[config.mk]
export PLATFORM = sky130hd
export DESIGN_NAME = smr_top
export DESIGN_NICKNAME = d
export VERILOG_FILES = /design/src/hw/smr_pkg.sv /design/src/hw/smr_top.sv
export SDC_FILE = /design/constraint.sdc
export NUM_CORES = 1
export LEC_CHECK = 0
export BUFFER_PORTS_ARGS = -buffer_cell sky130_fd_sc_hd__buf_4
export CORE_ASPECT_RATIO = 1.1
export CORE_MARGIN = 2
export CORE_UTILIZATION = 45
export DETAILED_ROUTE_END_ITERATION = 8
export HOLD_SLACK_MARGIN = 0.03
export PLACE_DENSITY = 0.67
export SYNTH_ARGS = -nofsm -noshare
export SYNTH_HDL_FRONTEND = slang
export SYNTH_SLANG_ARGS = --single-unit
[constraint.sdc]
create_clock -name clk_i -period 3.5 [get_ports clk_i]
set_input_delay 0.175 -clock clk_i [delete_from_list [all_inputs] [get_ports clk_i]]
set_output_delay 0.175 -clock clk_i [all_outputs]
set_load 0.1 [all_outputs]
[src/hw/smr_pkg.sv]
// Package for the supply monitor and pin reset block.
// Assumes an 8-bit special-function-register bus on a 200 MHz clock.
package smr_pkg;

  // Register map
  localparam logic [7:0] SMR_CTRL_ADDR       = 8'hff;
  localparam logic [7:0] SMR_RST_SOURCE_ADDR = 8'hef;

  // Field positions
  localparam int unsigned SMR_EN_BIT       = 7;
  localparam int unsigned SMR_STAT_BIT     = 6;
  localparam int unsigned SMR_PIN_FLAG_BIT = 0;
  localparam int unsigned SMR_POR_FLAG_BIT = 1;

  // Values after reset
  localparam logic        SMR_EN_RST       = 1'b0;
  localparam logic        SMR_SEL_RST      = 1'b0;
  localparam logic        SMR_FLAG_RST     = 1'b0;
  localparam logic [1:0]  SMR_PIN_SYNC_RST = 2'b11;
  localparam logic [1:0]  SMR_MON_SYNC_RST = 2'b00;
  localparam logic [15:0] SMR_CNT_RST      = 16'h0000;
  localparam logic [7:0]  SMR_RDATA_RST    = 8'h00;

  // Timing
  localparam int unsigned SMR_CLK_MHZ       = 200;
  localparam int unsigned SMR_RST_DELAY_US  = 32;
  localparam int unsigned SMR_RST_DELAY_CYC = SMR_RST_DELAY_US * SMR_CLK_MHZ;
  // Edges spent in sync, hold exit and last count, outside the counter load
  localparam int unsigned SMR_DELAY_LAG     = 4;

  // Reset sequencer states
  typedef enum logic [1:0] {
    SMR_ST_RUN   = 2'b00,
    SMR_ST_HOLD  = 2'b01,
    SMR_ST_DELAY = 2'b10
  } smr_state_t;

endpackage : smr_pkg

[src/hw/smr_top.sv]
// Supply monitor control, reset source selection and pin reset sequencing.
// Assumes a byte-wide register bus and an asynchronous level from the comparator.
//
// Summary of operation
// Top bit of monitor control turns the monitor on or off, read/write.
// Monitor resets the system only when also selected as reset source.
// Software enables monitor, waits turn-on time, then selects it as source.
// Writing one to the power-on flag bit selects the monitor as source.
// Bit six reads the live monitor output, one when supply above threshold.
// Six low control bits read zero and ignore writes.
// After a monitor reset, skip the post-reset delay.
// A low level on the external reset pin requests a reset.
// On leaving a pin reset, set the pin reset flag, bit zero.
// Other resets release code execution within 32 microseconds.
// Synchronise pin and monitor; hold reset while any active source remains.
`timescale 1ns/1ps
module smr_top
  import smr_pkg::*;
#(
  parameter int unsigned DELAY_CYC = SMR_RST_DELAY_CYC
) (
  // Clock and reset
  input  wire logic       clk_i,
  input  wire logic       arst_n_i,
  // Register bus
  input  wire logic [7:0] reg_addr_i,
  input  wire logic       reg_wr_i,
  input  wire logic [7:0] reg_wdata_i,
  output logic      [7:0] reg_rdata_o,
  // Analog and pin side
  input  wire logic       supply_above_i,
  input  wire logic       rst_pin_n_i,
  output logic            monitor_en_o,
  // System reset out
  output logic            sys_rst_o
);


  // Counter load; sync, hold exit and last count edges make up the rest of the delay
  localparam logic [15:0] DELAY_LOAD = 16'(DELAY_CYC - SMR_DELAY_LAG);

  // Synchroniser stages
  logic [1:0]  pin_sync;
  logic [1:0]  next_pin_sync;
  logic [1:0]  mon_sync;
  logic [1:0]  next_mon_sync;
  // Software-visible control bits
  logic        supply_monitor_enable;
  logic        next_supply_monitor_enable;
  logic        monitor_selected;
  logic        next_monitor_selected;
  // Reset cause flags
  logic        pin_reset_flag;
  logic        next_pin_reset_flag;
  logic        mon_reset_flag;
  logic        next_mon_reset_flag;
  // Reset sequencer
  smr_state_t  state;
  smr_state_t  next_state;
  logic [15:0] delay_cnt;
  logic [15:0] next_delay_cnt;
  logic        last_pin;
  logic        next_last_pin;
  // Registered read data
  logic [7:0]  reg_rdata;
  logic [7:0]  next_reg_rdata;
  // Decoded selects and requests
  logic        ctrl_sel;
  logic        rst_source_sel;
  logic        wr_allowed;
  logic        pin_req;
  logic        mon_req;
  logic        any_req;

  // Address decode
  always_comb begin
    ctrl_sel       = 1'b0;
    rst_source_sel = 1'b0;
    if (reg_addr_i == SMR_CTRL_ADDR) begin
      ctrl_sel = 1'b1;
    end else if (reg_addr_i == SMR_RST_SOURCE_ADDR) begin
      rst_source_sel = 1'b1;
    end
  end

  // Requests from synchronised levels; writes refused while in reset
  always_comb begin
    wr_allowed = reg_wr_i & (state == SMR_ST_RUN);
    pin_req    = ~pin_sync[1];
    mon_req    = supply_monitor_enable & monitor_selected & ~mon_sync[1];
    any_req    = pin_req | mon_req;
  end

  // Synchroniser next values; only the second stage is read elsewhere
  always_comb begin
    next_pin_sync = {pin_sync[0], rst_pin_n_i};
    next_mon_sync = {mon_sync[0], supply_above_i};
  end

  // Synchroniser registers; pin stage presets to its idle high level
  always_ff @(posedge clk_i or negedge arst_n_i) begin
    if (!arst_n_i) begin
      pin_sync <= SMR_PIN_SYNC_RST;
      mon_sync <= SMR_MON_SYNC_RST;
    end else begin
      pin_sync <= next_pin_sync;
      mon_sync <= next_mon_sync;
    end
  end

  // Control bit next values; reserved bits of the write are dropped
  always_comb begin
    next_supply_monitor_enable = supply_monitor_enable;
    next_monitor_selected      = monitor_selected;
    if (wr_allowed && ctrl_sel) begin
      next_supply_monitor_enable = reg_wdata_i[SMR_EN_BIT];
    end else if (wr_allowed && rst_source_sel) begin
      next_monitor_selected = reg_wdata_i[SMR_POR_FLAG_BIT];
    end
  end

  // Control bit registers
  always_ff @(posedge clk_i or negedge arst_n_i) begin
    if (!arst_n_i) begin
      supply_monitor_enable <= SMR_EN_RST;
      monitor_selected      <= SMR_SEL_RST;
    end else begin
      supply_monitor_enable <= next_supply_monitor_enable;
      monitor_selected      <= next_monitor_selected;
    end
  end

  // Reset sequencer and cause flags, updated on reset exit
  always_comb begin
    next_state          = state;
    next_delay_cnt      = delay_cnt;
    next_last_pin       = last_pin;
    next_pin_reset_flag = pin_reset_flag;
    next_mon_reset_flag = mon_reset_flag;
    case (state)
      SMR_ST_RUN: begin
        if (any_req) begin
          next_state    = SMR_ST_HOLD;
          next_last_pin = pin_req;
        end
      end
      SMR_ST_HOLD: begin
        if (any_req) begin
          next_last_pin = pin_req;                // Last source to drop wins
        end else begin
          next_pin_reset_flag = last_pin;
          next_mon_reset_flag = ~last_pin;
          if (last_pin) begin
            next_state     = SMR_ST_DELAY;
            next_delay_cnt = DELAY_LOAD;
          end else begin
            next_state = SMR_ST_RUN;
          end
        end
      end
      SMR_ST_DELAY: begin
        if (any_req) begin
          next_state    = SMR_ST_HOLD;            // New request restarts hold
          next_last_pin = pin_req;
        end else if (delay_cnt == 16'h0000) begin
          next_state = SMR_ST_RUN;
        end else begin
          next_delay_cnt = delay_cnt - 16'h0001;
        end
      end
      default: begin
        next_state = SMR_ST_HOLD;
      end
    endcase
  end

  // Sequencer and flag registers; reset enters hold
  always_ff @(posedge clk_i or negedge arst_n_i) begin
    if (!arst_n_i) begin
      state          <= SMR_ST_HOLD;
      delay_cnt      <= SMR_CNT_RST;
      last_pin       <= SMR_FLAG_RST;
      pin_reset_flag <= SMR_FLAG_RST;
      mon_reset_flag <= SMR_FLAG_RST;
    end else begin
      state          <= next_state;
      delay_cnt      <= next_delay_cnt;
      last_pin       <= next_last_pin;
      pin_reset_flag <= next_pin_reset_flag;
      mon_reset_flag <= next_mon_reset_flag;
    end
  end

  // Read data next value; reserved and unmapped bits read zero
  always_comb begin
    next_reg_rdata = SMR_RDATA_RST;
    if (ctrl_sel) begin
      next_reg_rdata[SMR_EN_BIT]   = supply_monitor_enable;
      next_reg_rdata[SMR_STAT_BIT] = mon_sync[1];
    end else if (rst_source_sel) begin
      next_reg_rdata[SMR_PIN_FLAG_BIT] = pin_reset_flag;
      next_reg_rdata[SMR_POR_FLAG_BIT] = monitor_selected | mon_reset_flag;
    end
  end

  // Read data register, one cycle behind the address
  always_ff @(posedge clk_i or negedge arst_n_i) begin
    if (!arst_n_i) begin
      reg_rdata <= SMR_RDATA_RST;
    end else begin
      reg_rdata <= next_reg_rdata;
    end
  end

  // Outputs
  assign reg_rdata_o  = reg_rdata;
  assign monitor_en_o = supply_monitor_enable;
  assign sys_rst_o    = (state != SMR_ST_RUN);

endmodule : smr_top

# Yosys cells after proc, flatten, opt, wreduce, memory -nomap -nowiden
# Cells that the tools add are included.
# W data, S select, Z words.
# totals
register_bits	31
latch_bits	0
ramBits	0
rom_bits	0
input_bits	21
out_inout_bits	10
memories	0
# op_classes
addsub	1
n_mul	0
div_mod_pow	0
order_cmp	0
n_eq_ne	10
shift	0
mux	17
n_bitwise	10
reduce_logical	12
# op_table
op	count
$mux W16	4
$pmux W16 S2	1
$eq A8 B8 Y1 const B	2
$logic_not A16 Y1	1
$mux W2	8
$sub A16 B1 Y16 const B	1
$ne A2 B2 Y1 const B	5
$pmux W2 S3	1
$reduce_and A2 Y1	3
$not A1 Y1	5
$reduce_and A5 Y1	1
$reduce_bool A2 Y1	2
$and A1 B1 Y1	3
$mux W1	3
$ne A3 B3 Y1 const B	1
$reduce_and A3 Y1	1
$reduce_or A3 Y1	1
$eq A2 B1 Y1 const B	1
$eq A2 B2 Y1 const B	1
$logic_and A1 B1 Y1	2
$logic_not A2 Y1	1
$or A1 B1 Y1	2

# Depth between registers and ports, before layout
# Gate-level depths: netlist of the first run.
# logic_depth
word_depth	5
mapped_depth	7
ltp_nobuf	6

# Least setup slack after synthesis of the first run
# Ideal clock, no wire load.
# synth_timing
path_kind	reg2reg
start	reg supply_monitor_enable, in the netlist monitor_en_o
end	reg delay_cnt[6]
setup_ps	123
arrival_time_ps	2105
required_time_ps	3377
path_slack_ps	1273
path_stages_with_launch	6
synth_period_minus_slack_ps	2227
cell_sequence	dfrtp_1 -> nand3b_1 -> nand3_1 -> clkbuf_1 -> a21oi_1 -> o221a_2
# synth_between
elab_chain_len	5
elab_cells_between_ends	6
classes_between	eq/ne (2); bitwise (3); reduce/logical (1)
# synth_rtl
item	line_no	source
start, declared	smr_top.sv:48	logic supply_monitor_enable;
start signal, assigned	smr_top.sv:128	supply_monitor_enable <= next_supply_monitor_enable;
$and A1 B1 Y1 (*) (2 in series)	smr_top.sv:90	mon_req = supply_monitor_enable & monitor_selected & ~mon_sync[1];
$or A1 B1 Y1 (*)	smr_top.sv:91	any_req = pin_req | mon_req;
$ne A2 B2 Y1 (no source line)	--	
$reduce_and A5 Y1 (no source line) (*)	--	
end signal, assigned	smr_top.sv:187	delay_cnt <= next_delay_cnt;
end, declared	smr_top.sv:60	logic [15:0] delay_cnt;
# Mark *: on every way between the ends. The rest lies on a longest branch, timed or not.
# A chain may end at the register's enable or synchronous reset.

# Final worst setup path of the first run
# layout_timing
start	reg state[0]
end	reg delay_cnt[14]
# layout_between
elab_chain_len	3
elab_cells_between_ends	9
classes_between	eq/ne (6); mux (1); reduce/logical (2)
# layout_rtl
item	line_no	source
start, declared	smr_top.sv:58	smr_state_t state;
start signal, assigned	smr_top.sv:186	state <= next_state;
$eq A2 B2 Y1 / $eq A2 B1 Y1 (equally long branches)	smr_top.sv:140	case (state)
$ne A2 B2 Y1 (no source line) / $reduce_bool A2 Y1 (equally long branches)	--	
$reduce_and A5 Y1 (no source line)	--	
# Several ways; a longest one is shown, not always the timed one.

==> results of run 1 <==
==> critical path: cells and delay by family, from the launching register on <==
family	cells	cell delay, ns
flops	1	0.55
compound gates	1	0.15
simple gates	2	0.93
mux	1	0.22
fa+ha+maj	1	0.27
==> cell families (layout without fill, tap and decap cells) <==
group           after synthesis  after routing  share of synthesized area [%]
simple gates                 74             74                           27.3
flops                        31             31                           48.4
buf+inv                      14             37                           4.27
fa+ha+maj                     5              5                           3.88
compound gates               24             24                           9.39
mux                          10             10                           6.52
other cells                   1              4                          0.233
==> registers in the layout, summed over array words and instances, names as in the netlist <==
register          count
pin_reset_flag        1
last_pin              1
mon_reset_flag        1
mon_sync              2
pin_sync              2
reg_rdata_o           4
monitor_en_o          1
state                 2
delay_cnt            16
monitor_selected      1
==> layer usage <==
layer,track usage [%],up-vias,wire (um)
li1,-,634,-
met1,23.9,642,1420
met2,29.9,22,1610
met3,4.66,8,105
met4,8.97,0,64
met5,0,-,0
==> report_power, final <==
group | internal (mW) | total, mW | switching, mW
Clock | 0.0781 | 0.201 | 0.123
Sequential | 0.402 | 0.441 | 0.0389
Combinational | 0.122 | 0.352 | 0.229
==> cells in the final DEF, fill, tap and decap left out, drive strengths merged, types with 6 or more instances in the layout <==
master  count
mux2i       6
nor2        8
nand2b      6
dfrtp      28
clkbuf      7
nand3      12
nand2       7
inv         6
or4         7
buf        20
o21ai       7
==> stage by stage <==
step | util [%] | cell area (um^2)
6_report | 55.1 | 1870
2_1_floorplan | - | 1620
4_1_cts | 55.1 | 1870
3_3_place_gp | 52.8 | 1790
5_1_grt | 55.1 | 1870
3_5_place_dp | 52.8 | 1790
==> timing repair <==
item,4_1_cts,5_1_grt
hold buffers,3,0
setup endpoints to repair,0,0
hold endpoints to repair,30,0
==> final timing paths <==
check	endpoint	slack (ns)	depth (start not counted)	startpoint
worst max-delay path	delay_cnt[14]	1.32	5	state[0]
worst min-delay path	monitor_selected	0.07	2	reg_wdata_i[1]
worst max register to register	delay_cnt[14]	1.32	5	state[0]
worst min register to register	pin_sync[1]	0.36	0	pin_sync[0]
max in group asynchronous	pin_sync[1]	2.88	2	arst_n_i
min in group asynchronous	delay_cnt[11]	0.29	2	arst_n_i
==> final cells by class <==
class / count / share of cell area (%)
multi-input cells: 117 / 41.5
clock buffers: 7 / 2.41
flip-flops and latches: 31 / 41.8
repair buffers: 23 / 9.65
well taps: 48 / 3.22
inverters: 6 / 1.21
clock inverters: 1 / 0.268
==> flow_metrics.env, run 1 <==
export IMPL_diodes=0
export IMPL_coreArea_um2=3390
export IMPL_start_kind="flip-flop"
export IMPL_grt_pass1_vias=1278
export IMPL_setup_viol=0
export IMPL_die_x_um=61.1
export IMPL_start_util_pct=47.6
export IMPL_register_area_um2=779
export IMPL_rows=22
export IMPL_numPortBuffers=20
export IMPL_clock_latency_ns=0.34
export IMPL_setup_tns_ns=0
export IMPL_dp_hpwl_mm=2.39
export IMPL_crit_path_end_kind="flip-flop"
export IMPL_cts_buffers=5
export IMPL_dp_worst_setup_slack_ns=1.36
export IMPL_wl_mm=3.20
export IMPL_ctsResizeCount=0
export IMPL_fin_crit_ns=2.18
export IMPL_crit_arrival_ns=2.46
export IMPL_htree_levels=2
export IMPL_synth_edff_count=0
export IMPL_fmax_ghz=0.458
export IMPL_synthDominantCellAreaShare_pct=43.5
export IMPL_drtPass1Iterations=4
export IMPL_fin_crit_sh_pct=62.3
export IMPL_leakage_nw=0.782
export IMPL_relSlewSlack_pct=63.3
export IMPL_stdcell_count=233
export IMPL_finalHoldViolations=0
export IMPL_powerDensity_nw_per_um2=532
export IMPL_fin_nets=210
export IMPL_drt_vias_per_instance=5.61
export IMPL_hp_class="input port to flip-flop"
export IMPL_ant_nets=0
export IMPL_fin_ws_ns=1.32
export IMPL_synth_seq_area_share_pct=48.4
export IMPL_syn_inst=159
export IMPL_cap_violations=0
export IMPL_synth_seq_cells=31
export IMPL_ys_warn_count=0
export IMPL_clk_pin_slew_ns=0.10
export IMPL_wire_per_inst_um=13.7
export IMPL_run_status="finished, final reports clean"
export IMPL_cts_tree="yes"
export IMPL_grt_overflow=0
export IMPL_multi_input_area_um2=774
export IMPL_dp_cells=222
export IMPL_grt_pass1_wl_mm=5.72
export IMPL_synthTopCellsByArea="dfrtp_1, dfstp_2, ha_1"
export IMPL_cp_max_fo=12
export IMPL_rsz0062_at_grt="false"
export IMPL_async_flop_share_pct=100
export IMPL_path_class="flip-flop to flip-flop"
export IMPL_hold_slack_ns=0.0698
export IMPL_drcViolationCount=0
export IMPL_fillers=316
export IMPL_synthToLayoutAreaGrowth_pct=15.8
export IMPL_irDropWorstVdd_mv=0.306
export IMPL_synthMostInstantiatedCell="dfrtp_1"
export IMPL_synth_commonest_cells="dfrtp_1, nand3_1, nor2_1, nand2_1, o21ai_0"
export IMPL_synth_cell_types=39
export IMPL_vias=1306
export IMPL_initialDrtViolationCount=43
export IMPL_drv_slew=0
export IMPL_clock_path_buffers=2
export IMPL_clock_skew_ns=0.0116
export IMPL_crit_chain="ha_1 > mux2_2 > nand3_1 > or4_1 > a21oi_1"
export IMPL_critPathSlowestCell="or4_1"
export IMPL_finalPower_mw=0.993
export IMPL_place_congestion=0.776
export IMPL_clock_sinks=31
export IMPL_yosys_area_top_type="dfrtp_1"
export IMPL_drive_above_1_share_pct=20.5
export IMPL_post_cts_buffers=0
export IMPL_grt_usage_pct=19.0
export IMPL_root_buffer="clkbuf_4"
export IMPL_synth_area_um2=1610
export IMPL_io_pin_count=31
export IMPL_tightest_slew_ns=0.546
export IMPL_dieArea_um2=4080
export IMPL_die_y_um=66.8
export IMPL_cp_required_ns=3.78
export IMPL_yosys_most_used_dff="dfrtp_1"
export IMPL_critPathMaxStageDelay_ns=0.59
export IMPL_syn_area_per_cell_um2=10.1
export IMPL_grt_max_degree=32
export IMPL_antenna_found_initial=0
Note: power is estimated with default switching activity, not from simulation.
==> inputs of run 2 (changes only) <==
clock period = 2.2 ns   (was 3.5 ns; I/O delays follow)
==> run 2 against run 1 <==
Against the previous run: die area is the same; clock power grew 88%; non-clock buffer count grew 6; cell count grew 2.6%; critical path type unchanged; critical path depth shrank 1; clock-buffer cell count grew 1; maximum frequency grew 7.9%; design area grew 4.2%; via count grew 1.5%; flip-flop and latch count is the same; utilization grew 2.3 points.
==> flow_metrics.env, run 2 (same netlist as run 1, synthesis figures left out) <==
export IMPL_leakage_nw=0.817
export IMPL_vias=1325
export IMPL_combPwrFrac_pct=35.4
export IMPL_fin_nets=216
export IMPL_clock_path_buffers=2
export IMPL_crit_path_end_kind="flip-flop"
export IMPL_setup_viol=0
export IMPL_drv_slew=0
export IMPL_die_y_um=66.8
export IMPL_cts_buffers=5
export IMPL_path_class="flip-flop to flip-flop"
export IMPL_clk_pin_slew_ns=0.10
export IMPL_fmax_ghz=0.495
export IMPL_start_kind="flip-flop"
export IMPL_drcViolationCount=0
export IMPL_p_int_mw=1.05
export IMPL_io_pin_count=31
export IMPL_powerDensity_nw_per_um2=865
export IMPL_synthToLayoutAreaGrowth_pct=20.7
export IMPL_wire_per_inst_um=14.4
export IMPL_grt_overflow=0
export IMPL_rsz0062_at_grt="false"
export IMPL_initialDrtViolationCount=73
export IMPL_run_status="finished, final reports clean"
export IMPL_hp_class="input port to flip-flop"
export IMPL_antenna_found_initial=0
export IMPL_register_area_um2=781
export IMPL_p_sw_mw=0.634
export IMPL_final_cell_mix="dfrtp_1, buf_4, nand3_1"
export IMPL_tightest_slew_ns=0.512
export IMPL_final_util_pct=57.4
export IMPL_drt_vias_per_instance=5.54
export IMPL_start_util_pct=47.6
export IMPL_clock_latency_ns=0.33
export IMPL_p_sw_share_pct=37.7
export IMPL_fillers=313
export IMPL_relSlewSlack_pct=65.5
export IMPL_seqPwrFrac_pct=42.1
export IMPL_placed_area_um2=1820
export IMPL_ant_nets=0
export IMPL_diodes=0
export IMPL_clockPowerShare_pct=22.5
export IMPL_rows=22
export IMPL_place_congestion=0.780
export IMPL_drtPass1Iterations=4
export IMPL_cap_violations=0
export IMPL_dp_hpwl_mm=2.47
export IMPL_finalHoldViolations=0
export IMPL_root_buffer="clkbuf_4"
export IMPL_cts_tree="yes"
export IMPL_post_cts_buffers=0
export IMPL_clock_sinks=31
export IMPL_grt_pass1_vias=1330
export IMPL_crit_arrival_ns=2.29
export IMPL_setup_tns_ns=0
export IMPL_clock_skew_ns=0.0148
export IMPL_grt_pass1_wl_mm=5.89
export IMPL_die_x_um=61.1
export IMPL_fin_crit_ns=2.02
export IMPL_wl_mm=3.45
export IMPL_finalInstanceArea_um2=1940
export IMPL_dieArea_um2=4080
export IMPL_largest_register="delay_cnt"
export IMPL_htree_levels=2
export IMPL_multi_input_area_um2=782
export IMPL_coreArea_um2=3390
export IMPL_cp_required_ns=2.47
export IMPL_numPortBuffers=20
export IMPL_fin_crit_sh_pct=91.9
export IMPL_cp_max_fo=7
export IMPL_irDropWorstVdd_mv=0.429
export IMPL_grt_max_degree=32
export IMPL_drive_above_1_share_pct=24.1
export IMPL_final_common_cell="dfrtp_1"
export IMPL_largest_reg_flops=16
export IMPL_grt_usage_pct=19.5
run 2: layer usage:
| metal | routed length (um) | part of all wire [%] | vias up | global-route usage, % |
|---|---|---|---|---|
| met5 | 0 | 0 | - | 0 |
| met4 | 51 | 1.5 | 0 | 6.52 |
| met3 | 102 | 3.0 | 5 | 5.83 |
| met2 | 1750 | 51 | 22 | 31.5 |
| met1 | 1550 | 45 | 654 | 24.6 |
| li1 | - | - | 644 | - |
run 2: power groups by stage:
stage | clock network (mW) | registers [mW] | logic [mW]
2_1_floorplan | 0 | 0.703 | 0.437
3_3_place_gp | 0 | 0.709 | 0.565
3_5_place_dp | 0 | 0.716 | 0.583
4_1_cts | 0.392 | 0.705 | 0.591
5_1_grt | 0.419 | 0.721 | 0.645
6_report | 0.378 | 0.708 | 0.596
run 2: cell type report:
type                            instances  share of cell area [%]
Tap cell                               48                    3.09
Sequential cell                        31                    40.2
Clock buffer                            8                    3.54
Timing Repair Buffer                   29                    11.8
Multi-Input combinational cell        117                    40.2
Inverter                                6                    1.16
run 2: path summary, 6_finish.rpt:
| check | from | cells past startpoint | slack, ns | end |
|---|---|---|---|---|
| hold / removal | reg_addr_i[4] | 3 | 0.07 | reg_rdata_o[1] |
| max in group asynchronous | arst_n_i | 2 | 1.63 | state[0] |
| min in group asynchronous | arst_n_i | 2 | 0.23 | delay_cnt[12] |
| setup / recovery | delay_cnt[6] | 4 | 0.18 | delay_cnt[14] |
| setup reg to reg | delay_cnt[6] | 4 | 0.18 | delay_cnt[14] |
| hold reg to reg | pin_sync[0] | 0 | 0.36 | pin_sync[1] |
run 2: per-stage QoR:
step | setup WS [ns] | hold WS [ns] | power [mW] | instances
floorplan | 0.237 | -0.186 | 1.14 | 162
global placement | 0.204 | 0.0622 | 1.27 | 226
detailed placement | 0.136 | 0.0664 | 1.30 | 226
CTS | 0.101 | 0.0539 | 1.69 | 239
global route | 0.0271 | 0.0646 | 1.78 | 239
finish | 0.179 | 0.0701 | 1.68 | 239
run 2: critical path: stages, from the launching register on:
cell	delay, ns
dfrtp_1	0.46
nor4_2	0.35
or3b_4	0.46
or4_1	0.51
a21oi_1	0.17
run 2: repair_timing:
| action | CTS | global route |
|---|---|---|
| setup endpoints to repair | 0 | 3 |
| hold buffers | 5 | 0 |
| gates resized for setup | 0 | 2 |
| endpoints found under the hold margin | 35 | 0 |
